==> config.mk <==
export PLATFORM = sky130hd
export DESIGN_NAME = tcm_top
export DESIGN_NICKNAME = d
export VERILOG_FILES = /design/src/logic/tcm_pkg.sv /design/src/logic/tcm_tick_if.sv /design/src/logic/tcm_top.sv /design/src/logic/tcm_clk_sel.sv
export SDC_FILE = /design/constraint.sdc
export NUM_CORES = 1
export LEC_CHECK = 0
export ABC_CLOCK_PERIOD_IN_PS = 5250
export BUFFER_PORTS_ARGS = -buffer_cell sky130_fd_sc_hd__buf_2
export CAP_MARGIN = 0
export CORE_MARGIN = 2
export CORE_UTILIZATION = 30
export DETAILED_ROUTE_END_ITERATION = 10
export PLACE_DENSITY_LB_ADDON = 0.2
export SETUP_SLACK_MARGIN = 0.5
export SLEW_MARGIN = 5
export SYNTH_ARGS = -nofsm -noshare
export SYNTH_HDL_FRONTEND = slang
export SYNTH_SLANG_ARGS = --single-unit
==> constraint.sdc <==
create_clock -name ref_clk -period 5.25 [get_ports ref_clk]
set_input_delay 1.05 -clock ref_clk [delete_from_list [all_inputs] [get_ports ref_clk]]
set_output_delay 1.05 -clock ref_clk [all_outputs]
set_load 0.005 [all_outputs]
==> src/logic/tcm_pkg.sv <==
// Package for the 8-bit timer compare block: normal, clear-on-match and PWM modes.
// Assumes a single 50 MHz clock and a plain register port on the top module.
package tcm_pkg;

    // Register indices (byte address is index times four)
    localparam logic [3:0] TCM_ADDR_CTRL   = 4'h0;
    localparam logic [3:0] TCM_ADDR_COUNT  = 4'h1;
    localparam logic [3:0] TCM_ADDR_CMP    = 4'h2;
    localparam logic [3:0] TCM_ADDR_FLAGS  = 4'h3;
    localparam logic [3:0] TCM_ADDR_IRQEN  = 4'h4;
    localparam logic [3:0] TCM_ADDR_PORT   = 4'h5;
    localparam logic [3:0] TCM_ADDR_STATUS = 4'h6;
    localparam int         TCM_ADDR_W      = 4;

    // Control register field positions
    localparam int CTRL_CS_LSB  = 0;
    localparam int CTRL_WGM_LSB = 3;
    localparam int CTRL_COM_LSB = 5;
    localparam int CTRL_FOC_BIT = 7;
    // Flag / enable positions
    localparam int FLAG_OVF_BIT = 0;
    localparam int FLAG_CMP_BIT = 1;
    // Port register positions
    localparam int PORT_VAL_BIT = 0;
    localparam int PORT_DIR_BIT = 1;

    // Waveform modes
    localparam logic [1:0] WGM_NORMAL  = 2'h0;
    localparam logic [1:0] WGM_PC_PWM  = 2'h1;
    localparam logic [1:0] WGM_CLR     = 2'h2;
    localparam logic [1:0] WGM_FASTPWM = 2'h3;

    // Output actions in non-PWM modes
    localparam logic [1:0] COM_NONE   = 2'h0;
    localparam logic [1:0] COM_TOGGLE = 2'h1;
    localparam logic [1:0] COM_CLEAR  = 2'h2;
    localparam logic [1:0] COM_SET    = 2'h3;

    // Counter limits and reset values
    localparam logic [7:0] CNT_MAX    = 8'hff;
    localparam logic [7:0] CNT_BOTTOM = 8'h00;
    localparam logic [7:0] RST_BYTE   = 8'h00;

    // Prescaler taps, clock select 1..7
    localparam int PRE_MAX = 1024;
    localparam int PRE_W   = 10;

    typedef logic [7:0] tcm_byte_type;

endpackage : tcm_pkg

==> src/logic/tcm_tick_if.sv <==
// Interface carrying the timer tick and counter view between modules.
// Assumes all members change on ref_clk.
`timescale 1ns/10ps
interface tcm_tick_if;
    logic       tick;     // Timer clock enable
    logic [7:0] count;    // Current counter value
    logic [7:0] ocr;      // Active compare value
    logic       blk;      // Compare block after counter write
    logic       match;    // Comparator result

    modport src  (output tick, input count, input ocr, input blk, output match);
    modport core (input tick, output count, output ocr, output blk, input match);
endinterface : tcm_tick_if

==> src/logic/tcm_top.sv <==
// Top of the 8-bit timer compare block: counter, compare, flags, output.
// Assumes a synchronous register master on ref_clk; port value and
// direction come from registers here, the pin is driven by oc_pin_out.
//
// The strobed register port and the address map were decided locally.
`timescale 1ns/10ps
module tcm_top
    import tcm_pkg::*;
(
    // Clock and reset
    input  wire logic                  ref_clk,
    input  wire logic                  rst_n,
    // Register port
    input  wire logic [TCM_ADDR_W-1:0] reg_addr,
    input  wire logic [7:0]            reg_wdata,
    input  wire logic                  reg_wr,
    input  wire logic                  reg_rd,
    output logic [7:0]                 reg_rdata,
    // Interrupt acknowledges from the CPU
    input  wire logic                  cmp_irq_ack,
    input  wire logic                  ovf_irq_ack,
    // Interrupt requests
    output logic                       cmp_irq_req,
    output logic                       ovf_irq_req,
    // Output pin
    output logic                       oc_pin_out,
    output logic                       oc_pin_oe_n
);
    import tcm_pkg::*;

    //--------------------------------------------------------------------
    // State
    //--------------------------------------------------------------------
    typedef struct packed {
        logic [2:0] cs;
        logic [1:0] wgm;
        logic [1:0] com;
        logic [7:0] cnt;
        logic [7:0] ocr;
        logic [7:0] ocr_buf;
        logic       blk;
        logic       match_d;
        logic       ocf;
        logic       tov;
        logic       ocie;
        logic       toie;
        logic       port_val;
        logic       port_dir;
        logic       oc;
        logic       down;
        logic [7:0] rdata;
        logic       cmp_req;
        logic       ovf_req;
        logic       pin;
        logic       pin_oe_n;
    } tcm_st_type;

    tcm_st_type st_ff;
    tcm_st_type s;

    tcm_tick_if tk ();

    //--------------------------------------------------------------------
    // Clock select and comparator
    //--------------------------------------------------------------------
    tcm_clk_sel u_clk_sel (
        .ref_clk             (ref_clk),
        .rst_n               (rst_n),
        .clock_source_select (st_ff.cs),
        .tk                  (tk.src)
    );

    assign tk.count = st_ff.cnt;
    assign tk.ocr   = st_ff.ocr;
    assign tk.blk   = st_ff.blk;

    // PWM modes use the double buffer
    function automatic logic is_pwm(input logic [1:0] w);
        is_pwm = (w == WGM_PC_PWM) || (w == WGM_FASTPWM);
    endfunction : is_pwm

    // Output state after a match in non-PWM modes
    function automatic logic act(input logic [1:0] c, input logic o);
        unique case (c)
            COM_NONE:   act = o;
            COM_TOGGLE: act = ~o;
            COM_CLEAR:  act = 1'b0;
            COM_SET:    act = 1'b1;
        endcase
    endfunction : act

    logic wr_ctrl;
    logic wr_cnt;
    logic wr_cmp;
    logic wr_flag;
    logic m_tick;

    assign wr_ctrl = reg_wr && (reg_addr == TCM_ADDR_CTRL);
    assign wr_cnt  = reg_wr && (reg_addr == TCM_ADDR_COUNT);
    assign wr_cmp  = reg_wr && (reg_addr == TCM_ADDR_CMP);
    assign wr_flag = reg_wr && (reg_addr == TCM_ADDR_FLAGS);
    assign m_tick  = tk.tick && tk.match;

    //--------------------------------------------------------------------
    // Next-state logic
    //--------------------------------------------------------------------
    always_comb begin
        s = st_ff;

        // Control register; action bits take effect at once
        if (wr_ctrl) begin
            s.cs  = reg_wdata[CTRL_CS_LSB +: 3];
            s.wgm = reg_wdata[CTRL_WGM_LSB +: 2];
            s.com = reg_wdata[CTRL_COM_LSB +: 2];
        end
        if (reg_wr && (reg_addr == TCM_ADDR_IRQEN)) begin
            s.toie = reg_wdata[FLAG_OVF_BIT];
            s.ocie = reg_wdata[FLAG_CMP_BIT];
        end
        if (reg_wr && (reg_addr == TCM_ADDR_PORT)) begin
            s.port_val = reg_wdata[PORT_VAL_BIT];
            s.port_dir = reg_wdata[PORT_DIR_BIT];
        end

        // Compare register: buffer in PWM, direct otherwise
        if (wr_cmp) begin
            if (is_pwm(st_ff.wgm)) begin
                s.ocr_buf = reg_wdata;
            end else begin
                s.ocr     = reg_wdata;
                s.ocr_buf = reg_wdata;
            end
        end

        // Counter write blocks matches at the next timer tick only
        if (wr_cnt) begin
            s.blk = 1'b1;
        end else if (tk.tick) begin
            s.blk = 1'b0;
        end

        // Counter sequence; a CPU write has priority
        if (wr_cnt) begin
            s.cnt = reg_wdata;
        end else if (tk.tick) begin
            unique case (st_ff.wgm)
                WGM_NORMAL: begin
                    s.cnt = st_ff.cnt + 8'h01;
                end
                WGM_CLR: begin
                    if (tk.match) begin
                        s.cnt = CNT_BOTTOM;
                    end else begin
                        s.cnt = st_ff.cnt + 8'h01;
                    end
                end
                WGM_FASTPWM: begin
                    s.cnt = st_ff.cnt + 8'h01;
                end
                WGM_PC_PWM: begin
                    if (st_ff.cnt == CNT_MAX) begin
                        s.down = 1'b1;
                        s.cnt  = st_ff.cnt - 8'h01;
                    end else if (st_ff.cnt == CNT_BOTTOM) begin
                        s.down = 1'b0;
                        s.cnt  = st_ff.cnt + 8'h01;
                    end else if (st_ff.down) begin
                        s.cnt = st_ff.cnt - 8'h01;
                    end else begin
                        s.cnt = st_ff.cnt + 8'h01;
                    end
                end
            endcase
        end

        // Double buffer update at the top (CNT_MAX) in both PWM modes
        if (tk.tick && is_pwm(st_ff.wgm)) begin
            if ((st_ff.wgm == WGM_FASTPWM && st_ff.cnt == CNT_MAX) ||
                (st_ff.wgm == WGM_PC_PWM && st_ff.cnt == CNT_MAX)) begin
                s.ocr = st_ff.ocr_buf;
            end
        end

        // Overflow flag on max-to-zero step in non-PWM modes only, set wins
        if ((ovf_irq_ack || (wr_flag && reg_wdata[FLAG_OVF_BIT]))) begin
            s.tov = 1'b0;
        end
        if (!wr_cnt && tk.tick && st_ff.cnt == CNT_MAX &&
            !is_pwm(st_ff.wgm)) begin
            s.tov = 1'b1;
        end

        // Compare flag one tick after the match, set wins
        s.match_d = tk.tick ? tk.match : st_ff.match_d;
        if (cmp_irq_ack || (wr_flag && reg_wdata[FLAG_CMP_BIT])) begin
            s.ocf = 1'b0;
        end
        if (tk.tick && st_ff.match_d) begin
            s.ocf = 1'b1;
        end

        // Output state: real match or forced strobe; kept on mode change
        if (!is_pwm(st_ff.wgm)) begin
            if (wr_ctrl && reg_wdata[CTRL_FOC_BIT] && !is_pwm(reg_wdata[CTRL_WGM_LSB +: 2])) begin
                s.oc = act(s.com, st_ff.oc);
            end else if (m_tick) begin
                s.oc = act(st_ff.com, st_ff.oc);
            end
        end else if (m_tick && st_ff.com[1]) begin
            // PWM modes: clear on up-match, set on down-match (inverted by com[0])
            s.oc = st_ff.down ^ st_ff.com[0];
        end

        // Pin: output state overrides port value when action nonzero
        s.pin      = (s.com != COM_NONE) ? s.oc : s.port_val;
        s.pin_oe_n = ~s.port_dir;

        // Requests
        s.cmp_req = s.ocf && s.ocie;
        s.ovf_req = s.tov && s.toie;

        // Read data in the cycle after the strobe
        s.rdata = 8'h00;
        if (reg_rd) begin
            unique case (reg_addr)
                TCM_ADDR_CTRL:   s.rdata = {1'b0, st_ff.com, st_ff.wgm, st_ff.cs};
                TCM_ADDR_COUNT:  s.rdata = st_ff.cnt;
                TCM_ADDR_CMP:    s.rdata = is_pwm(st_ff.wgm) ? st_ff.ocr_buf : st_ff.ocr;
                TCM_ADDR_FLAGS:  s.rdata = {6'h00, st_ff.ocf, st_ff.tov};
                TCM_ADDR_IRQEN:  s.rdata = {6'h00, st_ff.ocie, st_ff.toie};
                TCM_ADDR_PORT:   s.rdata = {6'h00, st_ff.port_dir, st_ff.port_val};
                TCM_ADDR_STATUS: s.rdata = {6'h00, st_ff.down, st_ff.oc};
                default:         s.rdata = 8'h00;
            endcase
        end
    end

    //--------------------------------------------------------------------
    // State register
    //--------------------------------------------------------------------
    always_ff @(posedge ref_clk or negedge rst_n) begin
        if (!rst_n) begin
            st_ff          <= '0;
            st_ff.pin_oe_n <= 1'b1;
        end else begin
            st_ff <= s;
        end
    end

    // Outputs straight from flip-flops
    assign reg_rdata   = st_ff.rdata;
    assign cmp_irq_req = st_ff.cmp_req;
    assign ovf_irq_req = st_ff.ovf_req;
    assign oc_pin_out  = st_ff.pin;
    assign oc_pin_oe_n = st_ff.pin_oe_n;

endmodule : tcm_top

==> src/logic/tcm_clk_sel.sv <==
// Timer clock enable generator and comparator.
// Assumes clock select held in the main module; ticks come every ref_clk cycle only with clock select 1.
`timescale 1ns/10ps
module tcm_clk_sel
    import tcm_pkg::*;
(
    // Clock and reset
    input  wire logic       ref_clk,
    input  wire logic       rst_n,
    // Clock select field
    input  wire logic [2:0] clock_source_select,
    // Tick and compare carrier
    tcm_tick_if.src         tk
);
    import tcm_pkg::*;

    typedef struct packed {
        logic [PRE_W-1:0] pre;
        logic             tick;
    } tcm_cs_type;

    tcm_cs_type st_ff;
    tcm_cs_type nxt_st;

    // Prescaler tap select; zero stops the timer clock
    function automatic logic tap(input logic [2:0] cs, input logic [PRE_W-1:0] p);
        unique case (cs)
            3'h0: tap = 1'b0;
            3'h1: tap = 1'b1;
            3'h2: tap = (p[2:0] == 3'h7);
            3'h3: tap = (p[4:0] == 5'h1f);
            3'h4: tap = (p[5:0] == 6'h3f);
            3'h5: tap = (p[6:0] == 7'h7f);
            3'h6: tap = (p[7:0] == 8'hff);
            3'h7: tap = (p == {PRE_W{1'b1}});
        endcase
    endfunction : tap

    // Next prescaler and tick
    always_comb begin
        nxt_st      = st_ff;
        nxt_st.pre  = st_ff.pre + 1'b1;
        nxt_st.tick = tap(clock_source_select, st_ff.pre);
    end

    // State register
    always_ff @(posedge ref_clk or negedge rst_n) begin
        if (!rst_n) begin
            st_ff <= '0;
        end else begin
            st_ff <= nxt_st;
        end
    end

    assign tk.tick  = st_ff.tick;
    // Comparator, blocked after a counter write
    assign tk.match = (tk.count == tk.ocr) && !tk.blk;

endmodule : tcm_clk_sel

### Word level (Yosys, flattened, before mapping)

Index checks and enable logic that the tools add are counted.

| cells by class | value |
|---|---|
| bitwise gates (word level) | 4 |
| equal/unequal tests | 32 |
| reduce and logical (&&, ||, !) cells | 42 |
| muxes and demuxes | 33 |
| add/subtract/negate cells | 3 |

Operators with widths:

| operator | number |
|---|---|
| two-way mux 8 bit | 11 |
| case mux 8 bit (7 select lines) | 1 |
| case mux 8 bit (3 select lines) | 1 |
| logical AND 1 bit | 22 |
| equality test 8 bit (second input constant) | 2 |
| two-way mux 16 bit | 1 |
| equality test 3 bit (second input constant) | 5 |
| equality test 2 bit (second input constant) | 7 |
| two-way mux 1 bit | 13 |
| equality test 4 x 3 -> 1 bit (second input constant) | 3 |
| adder 10 x 1 -> 10 bit (second input constant) | 1 |
| equality test 10 bit (second input constant) | 1 |
| adder 8 x 1 -> 8 bit (second input constant) | 1 |
| equality test 2 x 1 -> 1 bit (second input constant) | 4 |
| equality test 4 x 2 -> 1 bit (second input constant) | 2 |
| equality test 8 bit | 1 |
| zero test 8 bit | 1 |
| case mux 1 bit (4 select lines) | 2 |
| case mux 1 bit (8 select lines) | 1 |
| subtractor 8 x 1 -> 8 bit (second input constant) | 1 |
| equality test 7 bit (second input constant) | 1 |
| equality test 3 x 2 -> 1 bit (second input constant) | 2 |
| equality test 6 bit (second input constant) | 1 |
| zero test 2 bit | 3 |
| 13 further kinds | 26 |

| storage, ports and cells | value |
|---|---|
| word-level logic and storage cells | 137 |
| output and inout port bits | 12 |
| register bits | 64 |
| input bits | 18 |

### Longest topological paths before layout

Gate-level depths: netlist (run 1).

| depth | value |
|---|---|
| depth in word-level cells | 8 |
| depth in mapped cells | 9 |

### Modules after synthesis

From an unflattened synthesis (run 1), not the netlist that was laid out.

| unflattened totals | value |
|---|---|
| cell total of the unflattened synthesis | 382 |
| area total of the unflattened synthesis | 3,714.8 um^2 |

Modules (own cells, without submodules):

| module | area an instance (um^2) | seq. area each (um^2) | cells each | times used |
|---|---|---|---|---|
| tcm_top | 3,141.8 | 1,327.5 | 329 | 1 |
| tcm_clk_sel | 573.0 | 275.3 | 53 | 1 |

### Worst setup path before layout (run 1)

No wires, ideal clock.

| path | value |
|---|---|
| path kind | input to register |
| start | input port reg_addr[2] |
| end | register st_ff (netlist bit tk.ocr[0]) |
| path buffers | 1 |
| arrival time | 2,422 ps |
| cell stages on the path | 7 |
| path slack | 2,702 ps |
| required time | 5,124 ps |
| library setup time | 126 ps |
| cell sequence | clkbuf_1 -> nor2_1 -> nand2_1 -> nor2_1 -> nand3_1 -> mux2i_1 -> a21oi_1 |

RTL lines:

| item | line | source |
|---|---|---|
| start, declared | tcm_top.sv:14 | `input wire logic [TCM_ADDR_W-1:0] reg_addr,` |
| end signal, assigned | tcm_top.sv:246 | `st_ff <= s;` |
| end, declared | tcm_top.sv:58 | `tcm_st_type st_ff;` |

==> impl_metrics.csv, run 1 <==
group,metric,value,unit
synth,synth_seq_cells,64,
clock_network,htree_levels,3,
pwr,leakage,1.86,nW
final_layout,layout_commonest_cell,"dfrtp_1",
global_routing,grt_use_total,15.8,%
synth,synthXorXnorAreaFrac,6.17,%
floorplan,boundaryPins,30,
hold_path,hold_path.class,"reg -> reg",
final_layout,nFillCells,1248,
setup_path,cp_max_fo,13,
global_routing,grt_antenna_before_repair,0,
synth,yosys_warnings,0,
timing,drv_slew,0,
pwr,cellPowerDensity,464,mW/mm^2
floorplan,die_x,115,um
place,io_buffers,29,
timing,min_period_over_period,57.7,%
synth,synth-simple-area-share,17.1,%
setup_path,end_kind,"register",
synth,synthAdderAreaFrac,3.05,%
floorplan,initial_core_util,30.7,%
global_routing,grt_pass1_wl,15.7,mm
clock_network,cts_made_buffers,9,
synth,ys_async_sr_fraction,100,%
setup_path,slowest_stage,"nor3_2",
timing,worstMarginPinSlew,667,ps
timing,hold_violations,0,
pwr,vdd_drop_max,0.155,mV
synth,synth_nets,401,
final_layout,area_growth_syn_to_layout,14.3,%
floorplan,dieArea,0.0132,mm^2
synth,avgSynthCellArea,9.86,um^2
timing,finalSetupViolations,0,
setup_path,criticalPathCategory,"in -> reg",
clock_network,cts-root-buf,"clkbuf_16",
drt,vias_per_cell,5.15,
floorplan,die_h,115,um
drt,routed_wl,9.76,mm
setup_path,required,5470,ps
timing,relSlewSlack,55.1,%
clock_network,clkSlewWorstSetupHoldPaths,60,ps
final_layout,diodes,0,
timing,min_period,3030,ps
synth,seq_area_frac_synth,43.5,%
setup_path,crit_path_start_kind,"input pin",
clock_network,cts_max_path_buffers,2,
drt,dr.pass1.iters,4,
timing,rsz0062_at_grt,"false",
final_layout,final_cells,539,
floorplan,core,0.0120,mm^2
clock_network,cts_tree,"built",
drt,wl_per_cell,18.1,um
synth,synth_compound_area_share,10.7,%
clock_network,cts.repair.resized,0,
final_layout,layout-drive-gt1-share,23.7,%
drt,postRouteAntennaNets,0,
global_routing,grt-ovfl-total,0,
place,gp_congestion,0.867,
synth,syn_area,0.00369,mm^2
final_layout,fin_nets,414,
synth,synth_mux_area_share,13.8,%
synth,synthCells,374,
final_layout,final_cell_mix,"dfrtp_1, nor2_1, mux2_2, buf_2, a21oi_1",
clock_network,postCtsSetupRepairBufs,0,
global_routing,first_global_vias,2869,
synth,ys.flop_type,"dfrtp_1",
pwr,p_total,1.95,mW
timing,fmax,330,MHz
drt,drtIter0Drc,153,
place,dpl.hpwl,7.08,mm
setup_path,path_cells,"buf_2, nor3_2, nand3_1, and2_0, a31o_2, and2_1",
clock_network,hold_buffers,0,
timing,fin_skew,5.44,ps
timing,tns,0,ps
clock_network,clock_sinks,64,
synth,synth_edf_count,0,
run_status,outcome,"finished, final reports clean",
drt,route.detailed.drc,0,
run,max_cap_viol_count,0,
drt,vias,2775,
floorplan,rows,40,
setup_path,arrival,3250,ps
synth,synth_cell_types,56,
clock_network,insertion_delay,330,ps
global_routing,grt_max_degree,38,
setup_path,slowest_delay,570,ps
place,place_inst,523,
synth,synth_top_family_by_area,"simple AND/OR/NAND/NOR gates",
-- cells in the mapped netlist (all sizes together), types with 2 or more instances --
cell | n | area [um^2]
dfrtp | 63 | 1580
nor2 | 44 | 165
mux2 | 30 | 338
a21oi | 20 | 100
nand2 | 18 | 70.1
buf | 17 | 116
o21ai | 17 | 88.8
mux2i | 15 | 150
nor3 | 14 | 75.1
xnor2 | 14 | 123
inv | 13 | 48.8
nand3 | 13 | 65.1
clkbuf | 12 | 45.0
xor2 | 12 | 105
ha | 9 | 113
nand4 | 7 | 43.8
and2 | 6 | 37.5
a22oi | 5 | 37.5
and3 | 5 | 32.5
nor3b | 5 | 37.5
o211ai | 3 | 27.5
a211oi | 2 | 15.0
a31oi | 2 | 12.5
and4 | 2 | 18.8
nand2b | 2 | 12.5
nor4 | 2 | 12.5
or2 | 2 | 12.5
or3b | 2 | 17.5
-- power breakdown --
| part | leakage [nW] | total, mW | internal (mW) | switching [mW] |
|---|---|---|---|---|
| registers | 0.795 | 0.761 | 0.589 | 0.172 |
| logic | 0.902 | 0.498 | 0.247 | 0.251 |
| clock network | 0.162 | 0.696 | 0.464 | 0.231 |
| total | 1.86 | 1.95 | 1.30 | 0.654 |
-- state kept, by name (all words and copies together), names as in the netlist --
register	count
tk.ocr	8
reg_rdata	8
oc_pin_out	1
tk.blk	1
oc_pin_oe_n	1
cmp_irq_req	1
ovf_irq_req	1
u_clk_sel.st_ff	10
tk.count	8
st_ff	24
u_clk_sel.tk.tick	1
-- final cells by class --
| class | instances | area [um^2] | share of cell area [%] |
|---|---|---|---|
| Multi-Input combinational cell | 268 | 1880 | 44.5 |
| Sequential cell | 64 | 1600 | 38.0 |
| Clock buffer | 9 | 225 | 5.34 |
| Tap cell | 147 | 184 | 4.36 |
| Timing Repair Buffer | 31 | 160 | 3.80 |
| Clock inverter | 7 | 119 | 2.82 |
| Inverter | 13 | 48.8 | 1.16 |
-- path summary, 6_finish.rpt --
kind	slack, ps	cells after the start	end	startpoint
worst min register to register	440	1	oc_pin_oe_n$_DFF_PN1_	st_ff[14]$_DFF_PN0_
min in group asynchronous	750	1	u_clk_sel.st_ff[4]$_DFF_PN0_	rst_n
worst max register to register	2770	6	oc_pin_out$_DFF_PN0_	tk.count[2]$_DFFE_PN0P_
max in group asynchronous	3550	2	tk.ocr[3]$_DFF_PN0_	rst_n
worst max-delay path	2220	6	ovf_irq_req$_DFF_PN0_	reg_addr[1]
worst min-delay path	440	1	oc_pin_oe_n$_DFF_PN1_	st_ff[14]$_DFF_PN0_
-- metal layers --
layer / global-route usage, % / vias to the layer above / part of all wire [%]
met5: 0 / - / 0
met2: 24.0 / 83 / 46
met3: 3.27 / 17 / 5.1
li1: - / 1336 / -
met1: 22.0 / 1339 / 47
met4: 6.35 / 0 / 2.0
-- through the flow --
step	hold WS, ps	instance area (um^2)	util, %	setup slack, ps
finish	441	4220	35.1	2220
detailed placement	443	3870	32.2	1920
floorplan	407	3690	-	2700
CTS	452	4220	35.1	2260
global route	483	4220	35.1	2080
global placement	439	3870	32.2	2070
-- logic make-up after synthesis --
family | Yosys count
flops | 64
fa+ha+maj | 9
compound gates | 61
xor+xnor | 26
buf+inv | 42
mux | 46
simple gates | 126
-- critical path, delay by kind of cell --
| family | cells | cell delay [ps] |
|---|---|---|
| compound gates | 1 | 330 |
| buf+inv | 1 | 190 |
| simple gates | 4 | 1670 |
(Power assumes the default switching activity.)
==> inputs of run 2 (changes only) <==
- ABC_CLOCK_PERIOD_IN_PS: 5250 -> 2600
- clock period: 5.25 -> 2.6 ns (I/O delays scaled with it)
==> impl_metrics.csv, run 2 (synthesized netlist as in run 1, its figures left out) <==
group,metric,value,unit
pwr,pwr-share-clk,32.7,%
floorplan,die_h,115,um
timing,worstMarginPinSlew,670,ps
global_routing,grt_use_total,15.8,%
timing,worst_slack,553,ps
setup_path,cp_max_fo,6,
place,dpl.hpwl,7.01,mm
final_layout,register_area,0.00161,mm^2
drt,vias_per_cell,5.04,
timing,tns,0,ps
floorplan,core,0.0120,mm^2
run,max_cap_viol_count,0,
timing,min_period,2050,ps
pwr,p_total,4.21,mW
drt,dr.pass1.iters,4,
floorplan,dieArea,0.0132,mm^2
drt,met1_length,4.75,mm
drt,route.detailed.drc,0,
setup_path,arrival,2240,ps
pwr,p_int,2.85,mW
final_layout,top_register,"st_ff",
place,post-place-ws,343,ps
setup_path,required,2790,ps
floorplan,boundaryPins,30,
drt,met3_wirelength,361,um
clock_network,cts_max_path_buffers,2,
timing,fin_skew,6.94,ps
timing,hold_violations,0,
pwr,p_sw_share,32.2,%
hold_path,hold_path.class,"in -> async",
final_layout,fin_nets,445,
floorplan,initial_core_util,30.7,%
final_layout,largest_reg_flops,24,
drt,vias,2872,
final_layout,area_growth_syn_to_layout,22.7,%
clock_network,clkSlewWorstSetupHoldPaths,60,ps
global_routing,grt-ovfl-total,0,
drt,wl_per_cell,17.4,um
final_layout,diodes,0,
place,io_buffers,29,
pwr,leakage,2.02,nW
pwr,cellPowerDensity,930,mW/mm^2
final_layout,multi_input_area,0.00194,mm^2
clock_network,insertion_delay,330,ps
drt,drtIter0Drc,117,
setup_path,crit_path_start_kind,"register",
floorplan,rows,40,
timing,min_period_over_period,78.7,%
global_routing,grt_antenna_before_repair,0,
timing,hold_slack,183,ps
drt,routed_wl,9.90,mm
drt,highest_layer,"met4",
clock_network,cts_made_buffers,9,
clock_network,htree_levels,3,
timing,drv_slew,0,
timing,finalSetupViolations,0,
final_layout,layout_commonest_cell,"dfrtp_1",
drt,postRouteAntennaNets,0,
clock_network,clock_sinks,64,
pwr,vdd_drop_max,0.321,mV
clock_network,cts_tree,"built",
setup_path,criticalPathCategory,"reg -> reg",
pwr,switchingPower,1.36,mW
timing,rsz0062_at_grt,"false",
timing,relSlewSlack,55.3,%
setup_path,end_kind,"register",
final_layout,final_cell_mix,"dfrtp_1, nor2_1, mux2_2, buf_4, buf_2",
global_routing,first_global_vias,2883,
clock_network,cts-root-buf,"clkbuf_16",
timing,fmax,488,MHz
global_routing,grt_pass1_wl,15.9,mm
pwr,pwr-share-seq,34.7,%
pwr,p_comb_share,32.6,%
floorplan,die_x,115,um
run_status,outcome,"finished, final reports clean",
drt,routed-wl-met2,4.62,mm
place,gp_congestion,0.832,
final_layout,top_regs,"st_ff: 24 flops, u_clk_sel.st_ff: 10 flops",
global_routing,grt_max_degree,43,
final_layout,layout-drive-gt1-share,32.6,%
final_layout,nFillCells,1225,
-- run 2: cell count changes in the layout (fill, tap and decap cells not counted), sizes merged --
cell / before / now
inv: 14 / 13
bufinv: 3 / 2
clkinvlp: 2 / 0
clkinv: 1 / 0
clkbuf: 9 / 16
buf: 31 / 60
-- run 2: routing by layer --
| layer | vias up | track usage [%] |
|---|---|---|
| met5 | - | 0 |
| met4 | 0 | 4.74 |
| met3 | 12 | 3.32 |
| met2 | 60 | 24.8 |
| met1 | 1403 | 22.1 |
| li1 | 1397 | - |
-- run 2: final timing paths --
path                                              start                            to  slack (ps)  cells past startpoint
worst max register to register  tk.count[2]$_DFFE_PN0P_          oc_pin_out$_DFF_PN0_         550                      6
worst min register to register      st_ff[14]$_DFF_PN0_         oc_pin_oe_n$_DFF_PN1_         440                      1
worst min-delay path                              rst_n  u_clk_sel.st_ff[4]$_DFF_PN0_         180                      1
worst max-delay path            tk.count[2]$_DFFE_PN0P_          oc_pin_out$_DFF_PN0_         550                      6
max in group asynchronous                         rst_n       tk.count[4]$_DFFE_PN0P_        1780                      2
min in group ref_clk                st_ff[14]$_DFF_PN0_         oc_pin_oe_n$_DFF_PN1_         440                      1
-- run 2: worst max-delay path, stage by stage, from the launching register on --
cell	delay [ps]
dfrtp_2	440
xor2_1	160
nor4_2	380
nand4_1	250
and2_1	260
o311ai_4	280
a31oi_1	130
-- run 2: power groups by stage --
stage | logic [mW] | registers (mW) | clock network [mW]
2_1_floorplan | 0.960 | 1.31 | 0
3_3_place_gp | 1.07 | 1.51 | 0
3_5_place_dp | 1.07 | 1.51 | 0
4_1_cts | 1.17 | 1.49 | 1.41
5_1_grt | 1.51 | 1.49 | 1.47
6_report | 1.37 | 1.46 | 1.38
-- run 2: repair_timing --
item | in CTS | in global routing
endpoints found under the hold margin | 0 | 0
setup buffers | 4 | 16
setup endpoints to repair | 18 | 11
pin swaps | 2 | 7
resized for setup | 15 | 7
hold buffers | 0 | 0
-- run 2: metrics by stage --
stage / utilization, % / std cells / area, um^2
floorplan: - / 374 / 3690
global placement: 33.0 / 534 / 3970
detailed placement: 33.0 / 534 / 3970
CTS: 36.5 / 554 / 4380
global route: 37.7 / 570 / 4530
finish: 37.7 / 570 / 4530
-- run 2: final cells by class --
cell class | instances | share of cell area (%)
clock buffer | 14 | 6.28
clock inverter | 2 | 1.33
inverter | 13 | 1.08
multi-input combinational | 268 | 42.8
sequential | 64 | 35.6
tap | 147 | 4.06
timing repair buffer | 62 | 8.85
==> inputs of run 3 (changes only) <==
- ABC_CLOCK_PERIOD_IN_PS: 2600 -> 2080
- clock period: 2.6 -> 2.08 ns (I/O delays scaled with it)
==> impl_metrics.csv, run 3 (synthesized netlist as in run 1, its figures left out) <==
group,metric,value,unit
final_layout,top_register,"st_ff",
timing,tns,0,ps
hold_path,worstHoldEndpoint,"oc_pin_oe_n$_DFF_PN1_",
final_layout,final_cell_mix,"dfrtp_1, buf_4, nor2_1, buf_2, mux2_2",
global_routing,grt_use_total,16.3,%
pwr,leakage,2.15,nW
floorplan,die_h,115,um
final_layout,area_growth_syn_to_layout,33.7,%
final_layout,top_regs,"st_ff: 24 flops, u_clk_sel.st_ff: 10 flops",
timing,worstMarginPinSlew,411,ps
global_routing,first_global_vias,3045,
run,max_cap_viol_count,0,
global_routing,grt_pass1_wl,16.4,mm
place,dpl.hpwl,7.04,mm
final_layout,largest_reg_flops,24,
setup_path,required,2290,ps
timing,fmax,499,MHz
setup_path,arrival,2210,ps
final_layout,layout-drive-gt1-share,44.4,%
drt,route.detailed.drc,0,
hold_path,min_from,"reg_wdata[1]",
drt,vias_per_cell,5.10,
timing,rsz0062_at_grt,"true",
setup_path,slowest_stage,"or4_4",
floorplan,rows,40,
setup_path,criticalPathCategory,"reg -> reg",
global_routing,grt-ovfl-total,0,
clock_network,clkSlewWorstSetupHoldPaths,60,ps
clock_network,cts_tree,"built",
global_routing,grt_antenna_before_repair,0,
clock_network,cts_max_path_buffers,2,
clock_network,cts_made_buffers,9,
timing,min_period_over_period,96.3,%
timing,hold_violations,0,
floorplan,initial_core_util,30.7,%
drt,routed_wl,10.3,mm
drt,drtIter0Drc,127,
timing,drv_slew,0,
place,place_inst,547,
floorplan,core,0.0120,mm^2
timing,finalSetupViolations,0,
setup_path,slowest_delay,590,ps
final_layout,layout_commonest_cell,"dfrtp_1",
clock_network,cts-root-buf,"clkbuf_16",
place,gp_congestion,0.855,
timing,relSlewSlack,72.6,%
pwr,cellPowerDensity,1120,mW/mm^2
clock_network,insertion_delay,330,ps
timing,worst_slack,77.1,ps
floorplan,die_x,115,um
setup_path,ff2ff_path_depth,6,
final_layout,fin_nets,463,
setup_path,end_kind,"register",
run_status,outcome,"finished, final reports clean",
drt,wl_per_cell,17.6,um
drt,vias,2998,
timing,fin_skew,5.15,ps
floorplan,boundaryPins,30,
hold_path,min_path_cells,2,
drt,postRouteAntennaNets,0,
setup_path,cp_max_fo,6,
setup_path,reg2reg_to,"tk.count[5]$_DFFE_PN0P_",
place,io_buffers,29,
final_layout,diodes,0,
hold_path,hold_path.class,"in -> reg",
timing,min_period,2000,ps
clock_network,clock_sinks,64,
clock_network,htree_levels,3,
pwr,vdd_drop_max,0.505,mV
global_routing,grt_max_degree,51,
setup_path,r2r-start,"tk.count[2]$_DFFE_PN0P_",
setup_path,r2r_slack,80,ps
final_layout,final_cells,588,
drt,dr.pass1.iters,4,
floorplan,dieArea,0.0132,mm^2
setup_path,path_cells,"or4_4, o21a_4, o21ai_4, o21ai_1, a21oi_2, nor3_2",
setup_path,crit_path_start_kind,"register",
place,post-place-ws,-37.6,ps
==> run 3: cell count changes in the layout (fill, tap and decap cells not counted), sizes merged <==
cell and change:
clkinv +4, bufinv -1, dlygate4sd3 +1, buf +18
clkinvlp +2, clkbuf -7, or3b +1
==> run 3: how the worst max path moves through the flow <==
stage / startpoint / to / slack [ps] / cells after the start
floorplan: tk.count[3]$_DFFE_PN0P_ / tk.count[2]$_DFFE_PN0P_ / 120 / 8
global placement: tk.count[1]$_DFFE_PN0P_ / tk.count[2]$_DFFE_PN0P_ / -4 / 8
detailed placement: tk.count[1]$_DFFE_PN0P_ / tk.count[2]$_DFFE_PN0P_ / -40 / 8
CTS: tk.count[2]$_DFFE_PN0P_ / tk.count[2]$_DFFE_PN0P_ / 130 / 6
global route: tk.count[2]$_DFFE_PN0P_ / tk.count[5]$_DFFE_PN0P_ / 10 / 6
finish: tk.count[2]$_DFFE_PN0P_ / tk.count[5]$_DFFE_PN0P_ / 80 / 6
==> run 3: routing by layer <==
metal	track usage (%)	vias up	wire length (um)
met4	5.62	0	225
met1	22.6	1483	4890
met3	3.74	19	471
met5	0	-	0
met2	25.3	64	4750
li1	-	1432	-
==> run 3: critical path, delay by kind of cell (launching register included) <==
kind | cells | cell delay [ps]
AND/OR/NAND/NOR | 2 | 650
AO/OA/AOI/OAI | 4 | 810
flip-flops | 1 | 420
==> run 3: layout make-up <==
class / count / area [um^2]
Multi-Input combinational cell: 269 / 2220
Fill cell: 1208 / 7080
Timing Repair Buffer: 79 / 574
Clock inverter: 7 / 72.6
Clock buffer: 9 / 225
Tap cell: 147 / 184
Sequential cell: 64 / 1610
Inverter: 13 / 48.8
==> run 3: through the flow <==
stage	power (mW)	util (%)	hold WS [ps]	instance area (um^2)
6_report	5.50	41.1	394	4930
5_1_grt	5.81	41.1	405	4930
4_1_cts	5.29	39.7	392	4770
3_5_place_dp	3.40	34.4	354	4140
3_3_place_gp	3.39	34.4	356	4140
2_1_floorplan	2.93	-	120	3790
==> run 3: power breakdown <==
group	leakage [nW]	internal [mW]	switching [mW]
logic	1.22	1.13	1.08
registers	0.791	1.50	0.291
clock network	0.141	0.926	0.573
==> run 3: repair_timing <==
| action | 4_1_cts | 5_1_grt |
|---|---|---|
| resized for setup | 44 | 29 |
| gates cloned | 1 | 0 |
| hold buffers | 1 | 0 |
| buffers inserted | 17 | 6 |
| endpoints found under the setup margin | 29 | 30 |
| pin swaps | 24 | 23 |
| endpoints found under the hold margin | 12 | 0 |
